### src/logic/mmd_consts.svh
// Constants for the memory map and bank decode block
// How it works
// - Program counter is 13 bits, spanning 8k words of 14 bits.
// - Only program words 0000h to 07FFh are physically present.
// - Program addresses above 2k wrap; only low 11 bits used.
// - After any reset, fetch starts at program word 0000h.
// - A taken interrupt sends fetch to program word 0004h.
// - Data memory has two banks, each with special and general locations.
// - Lowest 32 locations of each bank are special-function registers.
// - 20h-7Fh in bank 0 and A0h-BFh in bank 1 are static RAM.
// - Bank 1 F0h-FFh reach the same storage as bank 0 70h-7Fh.
// - Unimplemented locations read zero; writes to them store nothing.
// - One status bank bit picks bank 0 or bank 1 for direct access.
// - Data reachable by direct address or through the indirect pointer.
`ifndef MMD_CONSTS_SVH
`define MMD_CONSTS_SVH
`define MMD_PC_W 13
`define MMD_PROG_AW 11
`define MMD_INSN_W 14
`define MMD_RESET_VEC 13'h0000
`define MMD_INT_VEC 13'h0004
`define MMD_DADDR_W 8
`define MMD_FILE_W 7
`define MMD_SFR_LAST 5'h1f
`define MMD_B0_GPR_LO 8'h20
`define MMD_B0_GPR_HI 8'h7f
`define MMD_B1_GPR_LO 8'ha0
`define MMD_B1_GPR_HI 8'hbf
`define MMD_SHARE_LO 8'hf0
`define MMD_SHARE_HI 8'hff
`define MMD_RAM_DEPTH 128
`define MMD_RAM_AW 7
`define MMD_B1_RAM_BASE 7'h60
`endif

### src/logic/mmd_pkg.sv
// Types shared by the memory map and bank decode block
package mmd_pkg;
  typedef enum logic [1:0] {
    MMD_REGION_NONE = 2'h0,
    MMD_REGION_SFR = 2'h1,
    MMD_REGION_RAM = 2'h3
  } mmd_region_e;
  typedef struct packed {
    logic valid;
    logic write;
    logic indirect;
    logic [7:0] addr;
    logic [7:0] wdata;
  } mmd_dreq_s;
  typedef struct packed {
    mmd_region_e region;
    logic [6:0] ram_index;
    logic [7:0] full_addr;
  } mmd_decode_s;
endpackage

### src/logic/mmd_ram.sv
// General-purpose data storage with write enable and registered read
module mmd_ram #(
  parameter int DEPTH = 128,
  parameter int AW = 7
) (
  input wire logic clk,
  input wire logic we,
  input wire logic [AW-1:0] addr,
  input wire logic [7:0] wdata,
  output logic [7:0] rdata
);
  logic [7:0] mem [DEPTH];

  // Synchronous write and read
  always_ff @(posedge clk) begin
    if (we) begin
      mem[addr] <= wdata;
    end
    rdata <= mem[addr];
  end
endmodule

### src/logic/mmd_memory_map.sv
// Program fetch address and data bank decode for the core
`include "mmd_consts.svh"
module mmd_memory_map
  import mmd_pkg::*;
#(
  parameter int RAM_DEPTH = `MMD_RAM_DEPTH
) (
  input wire logic clk,
  input wire logic resetn,
  input wire logic [`MMD_PC_W-1:0] pc_next,
  input wire logic pc_load,
  input wire logic int_taken,
  input wire logic bank_select_bit,
  input wire logic [`MMD_DADDR_W-1:0] indirect_pointer_register,
  input wire mmd_dreq_s dreq,
  input wire logic [7:0] sfr_rdata,
  output logic [`MMD_PC_W-1:0] pc_out,
  output logic [`MMD_PROG_AW-1:0] prog_addr,
  output logic sfr_we,
  output logic [4:0] sfr_addr,
  output logic [7:0] sfr_wdata,
  output logic [7:0] data_rdata,
  output logic data_rvalid,
  output logic [1:0] region_out
);
  // Decode an 8-bit data address into region and storage index
  function automatic mmd_decode_s decode(input logic [7:0] a);
    mmd_decode_s d;
    d.full_addr = a;
    d.ram_index = 7'h00;
    d.region = MMD_REGION_NONE;
    if (a[6:0] <= {2'h0, `MMD_SFR_LAST}) begin
      d.region = MMD_REGION_SFR;
    end else if (a >= `MMD_B0_GPR_LO && a <= `MMD_B0_GPR_HI) begin
      d.region = MMD_REGION_RAM;
      d.ram_index = a[6:0] - 7'h20;
    end else if (a >= `MMD_B1_GPR_LO && a <= `MMD_B1_GPR_HI) begin
      d.region = MMD_REGION_RAM;
      d.ram_index = `MMD_B1_RAM_BASE + (a[6:0] - 7'h20);
    end else if (a >= `MMD_SHARE_LO) begin
      d.region = MMD_REGION_RAM;
      d.ram_index = a[6:0] - 7'h20;
    end
    return d;
  endfunction

  wire [7:0] direct_addr = {bank_select_bit, dreq.addr[6:0]};
  // direct or indirect path; bank bit chooses bank on the direct path only
  wire [7:0] eff_addr = dreq.indirect ? indirect_pointer_register
                                      : direct_addr;
  wire mmd_decode_s dec = decode(eff_addr);
  wire is_ram = dreq.valid && dec.region == MMD_REGION_RAM;
  wire is_sfr = dreq.valid && dec.region == MMD_REGION_SFR;
  wire ram_we = is_ram && dreq.write;
  wire [7:0] ram_rdata;

  mmd_ram #(
    .DEPTH(RAM_DEPTH),
    .AW(`MMD_RAM_AW)
  ) u_ram (
    .clk(clk),
    .we(ram_we),
    .addr(dec.ram_index),
    .wdata(dreq.wdata),
    .rdata(ram_rdata)
  );

  // wrap to low 11 bits; only 2k present
  wire [`MMD_PROG_AW-1:0] prog_next = pc_next[`MMD_PROG_AW-1:0];

  // Program counter and fetch address
  always_ff @(posedge clk) begin
    if (!resetn) begin
      pc_out <= `MMD_RESET_VEC;
      prog_addr <= `MMD_PROG_AW'(`MMD_RESET_VEC);
    end else if (int_taken) begin
      pc_out <= `MMD_INT_VEC;
      prog_addr <= `MMD_PROG_AW'(`MMD_INT_VEC);
    end else if (pc_load) begin
      pc_out <= pc_next;
      prog_addr <= prog_next;
    end
  end

  // Special area strobes passed to the register owners
  always_ff @(posedge clk) begin
    if (!resetn) begin
      sfr_we <= 1'b0;
      sfr_addr <= 5'h00;
      sfr_wdata <= 8'h00;
    end else begin
      sfr_we <= is_sfr && dreq.write;
      sfr_addr <= eff_addr[4:0];
      sfr_wdata <= dreq.wdata;
    end
  end

  // Read tracking: region decoded in the previous cycle, whether or not a request was valid
  mmd_region_e rd_region_reg;
  logic rd_pending_reg;
  always_ff @(posedge clk) begin
    if (!resetn) begin
      rd_region_reg <= MMD_REGION_NONE;
      rd_pending_reg <= 1'b0;
    end else begin
      rd_region_reg <= dec.region;
      rd_pending_reg <= dreq.valid && !dreq.write;
    end
  end

  // unimplemented reads as zero; both banks served
  wire [7:0] rdata_next =
    (rd_region_reg == MMD_REGION_RAM) ? ram_rdata :
    (rd_region_reg == MMD_REGION_SFR) ? sfr_rdata : 8'h00;

  // Registered read answer
  always_ff @(posedge clk) begin
    if (!resetn) begin
      data_rdata <= 8'h00;
      data_rvalid <= 1'b0;
      region_out <= 2'h0;
    end else begin
      data_rdata <= rd_pending_reg ? rdata_next : 8'h00;
      data_rvalid <= rd_pending_reg;
      region_out <= rd_region_reg;
    end
  end
endmodule

### config.mk
export PLATFORM = sky130hd
export DESIGN_NAME = mmd_memory_map
export DESIGN_NICKNAME = d
export VERILOG_FILES = /design/src/logic/mmd_pkg.sv /design/src/logic/mmd_ram.sv /design/src/logic/mmd_memory_map.sv
export VERILOG_INCLUDE_DIRS = /design/src /design/src/logic
export SDC_FILE = /design/constraint.sdc
export NUM_CORES = 1
export LEC_CHECK = 0
export ABC_AREA = 1
export BUFFER_PORTS_ARGS = -buffer_cell sky130_fd_sc_hd__buf_4
export CAP_MARGIN = 20
export CORE_MARGIN = 2
export CORE_UTILIZATION = 43
export DETAILED_ROUTE_END_ITERATION = 8
export PLACE_DENSITY = 0.64
export SYNTH_ARGS = -nofsm -noshare
export SYNTH_HDL_FRONTEND = slang
export SYNTH_SLANG_ARGS = --single-unit
### constraint.sdc
create_clock -name clk -period 4 [get_ports clk]
set_input_delay 0.2 -clock clk [delete_from_list [all_inputs] [get_ports clk]]
set_output_delay 0.2 -clock clk [all_outputs]
set_load 0.005 [all_outputs]
==> key figures <==
Outcome
  – Status: complete, no violations

Routing
  – Remaining antenna violation count after routing: 0
  – DR WL/cell: 19.62 um
  – Post-DR vias/cell: 5.209
  – Iter 0 DRT Violations: 3800
  – Vias: 33440
  – Routed WL: 125900 um
  – Remaining DRCs: 0
  – Drt pass-1 iters: 7

Setup path
  – CP arrival: 4.14 ns
  – Crit path max-delay cell type: dlygate4sd3_1
  – Worst setup path start: indirect_pointer_register[1]
  – Setup Crit Path Kind: in -> reg
  – CP Cell Sequence: dlygate4sd3_1 -> buf_4 -> inv_1 -> nand2_1 -> dlygate4sd3_1 -> nand2_1 -> nand2_1 -> nor2_1 -> nand2_1 -> nand3_4 -> nand3_4 -> nor2_2 -> buf_4 -> nand3_1 -> buf_4 -> nor2_1 -> buf_4
  – Critical R2R Launch: u_ram.mem[113][3]$_DFFE_PP_
  – Worst path max stage delay: 0.56 ns
  – CP top delay family: buffers and inverters
  – Type of origin of the critical path: primary input
  – CP required: 4.37 ns
  – Buffer and inverter count on the worst path: 7
  – Endpoint class of the critical path: register
  – Crit path max fanout: 14

Layout
  – Most frequent cells in the layout: nand2_1 (2544), edfxtp_1 (1024), buf_4 (299)
  – Leading registers by flop count: u_ram.mem (1024), pc_out (13)
  – Commonest non-fill, non-tap cell in the layout: nand2_1
  – Share of cells above drive strength 1: 10.45%
  – Most flops, register: u_ram.mem
  – Fin nets: 4969
  – Max reg flops: 1024
  – Synthesis-to-layout area growth: 14.74%

Global route
  – Tot GR Track Use: 22.13%
  – GRT overflow: 0
  – Global-route wire length before repair: 190000 um
  – Initial antenna violation count: 1
  – Largest net degree at the start of global routing: 199
  – Vias in the first global route: 32130

Placed design
  – Final Wtd Congestion: 0.8604
  – Port buffer count: 100
  – Hpwl dp: 71300 um

Logic synthesis
  – Flops & latches, synth: 1073
  – Sequential-to-total area share from yosys stat: 67.30%
  – Mapped cell area: 47150 um^2
  – Post-Syn Nets: 4784
  – Post-Syn Area per Cell: 9.970 um^2
  – Synthesized netlist cell count: 4729
  – Post-synthesis cell type count: 30
  – YS warnings: 0

Timing
  – Clock Skews: 0.03320 ns
  – Fmax achieved: 265.5 MHz
  – Final Hold Vio Count: 0
  – Worst hold slack: 0.04131 ns
  – Relative max-transition margin: 6.824%
  – Final setup viols: 0
  – Minimum clock period: 3.766 ns
  – Pin slew with the least headroom to its limit: 1.398 ns
  – Slew Limit Fails: 0
  – RSZ-0062 raised after global routing: false
  – Fin crit share: 94.15%
  – Setup TNS: 0 ns

Run
  – Max-cap violations: 0

Die
  – Die Width: 335.1 um
  – Die H: 335.1 um
  – Starting Density: 43.31%
  – Top-level I/O count: 102
  – Placeable Area: 108900 um^2
  – Die area: 112300 um^2
  – Cell Rows: 121

Clock tree
  – CTS tree: done
  – Clock Tree Root: clkbuf_16
  – Total CTS buffers: 112
  – Worst-Skew Late Latency: 0.70 ns
  – Post-cts resize count: 0
  – Reg clk slew, reported paths: 0.06 ns
  – Maximum root-to-sink buffer count: 3
  – CTS sink count: 1073
  – H-tree Lvls: 3

Power and ir drop
  – P per Cell Area: 479.9 nW/um^2
  – Peak VDD IR: 397.6 uV
  – Pleak: 22.59 nW

Hold path
  – Hold_sp: dreq[12]
  – Worst hold path type: in -> reg
report_power, final:
| group | leakage (nW) | internal [W] | total (W) | switching (W) |
|---|---|---|---|---|
| registers | 9.60 | 0.0124 | 0.0124 | 0.0000498 |
| clock network | 1.81 | 0.00624 | 0.0105 | 0.00427 |
| logic | 11.2 | 0.000807 | 0.00304 | 0.00223 |
| total | 22.6 | 0.0194 | 0.0260 | 0.00655 |
per-layer routing:
layer	vias to the layer above	GRT usage (%)	wire (um)
met1	16010	31.07	54930
met5	-	0	0
met2	1217	35.20	58240
met4	0	7.490	3818
li1	16000	-	-
met3	224	3.413	8948
synthesized netlist by cell type (all sizes together):
cell / number / area (um^2)
a21oi: 22 / 110.1
buf: 240 / 1531
clkbuf: 58 / 217.7
clkinv: 1 / 3.750
dfxtp: 49 / 980.9
edfxtp: 1024 / 30750
ha: 2 / 25.02
inv: 152 / 570.6
nand2: 2555 / 9630
nand3: 62 / 367.9
nand4: 297 / 1858
nor2: 248 / 973.4
nor3: 2 / 15.01
nor4: 1 / 6.260
o211ai: 7 / 52.55
o21ai: 8 / 43.79
o21bai: 1 / 11.26
path summary, 6_finish.rpt:
path | depth (start not counted) | slack [ns] | endpoint
setup reg to reg | 12 | 2.03 | u_ram.rdata[3]$_DFF_P_
hold / removal | 6 | 0.04 | sfr_addr[4]$_SDFF_PN0_
hold reg to reg | 2 | 0.45 | region_out[1]$_SDFF_PN0_
setup / recovery | 17 | 0.23 | u_ram.mem[22][2]$_DFFE_PP_
worst register-to-register path: cells and delay by family, from the launching register on:
| kind | cells | cell delay, ns |
|---|---|---|
| flops | 1 | 0.38 |
| simple gates | 12 | 1.44 |
per-stage QoR:
stage	worst slack, ns	util, %	instance area (um^2)	std cells	power, W
2_1_floorplan	1.158	-	47150	4729	0.01453
3_3_place_gp	0.2033	45.86	49920	6168	0.01560
3_5_place_dp	0.1931	45.86	49920	6168	0.01562
4_1_cts	0.3170	49.70	54100	6419	0.02609
5_1_grt	0.1151	49.70	54100	6419	0.02682
6_report	0.2339	49.70	54100	6420	0.02596
final cells by class:
class | instances | area [um^2]
inverters | 153 | 580.6
flip-flops and latches | 1073 | 31730
fillers | 9697 | 54750
well taps | 1414 | 1769
diodes | 1 | 2.502
repair buffers | 369 | 3186
clock inverters | 51 | 568.0
multi-input cells | 3205 | 13120
clock buffers | 154 | 3146
what timing repair did:
item,CTS,global route
hold buffers,46,0
endpoints found under the hold margin,36,0
setup buffers,0,0
cell families after synthesis:
group                      share of synthesized area [%]
DFF                                                67.30
AOI/OAI and AO/OA                                 0.4618
adders and majority gates                        0.05307
buffers and inverters                              4.928
and+or+nand+nor                                    27.26
Note: power is estimated with default switching activity, not from simulation.
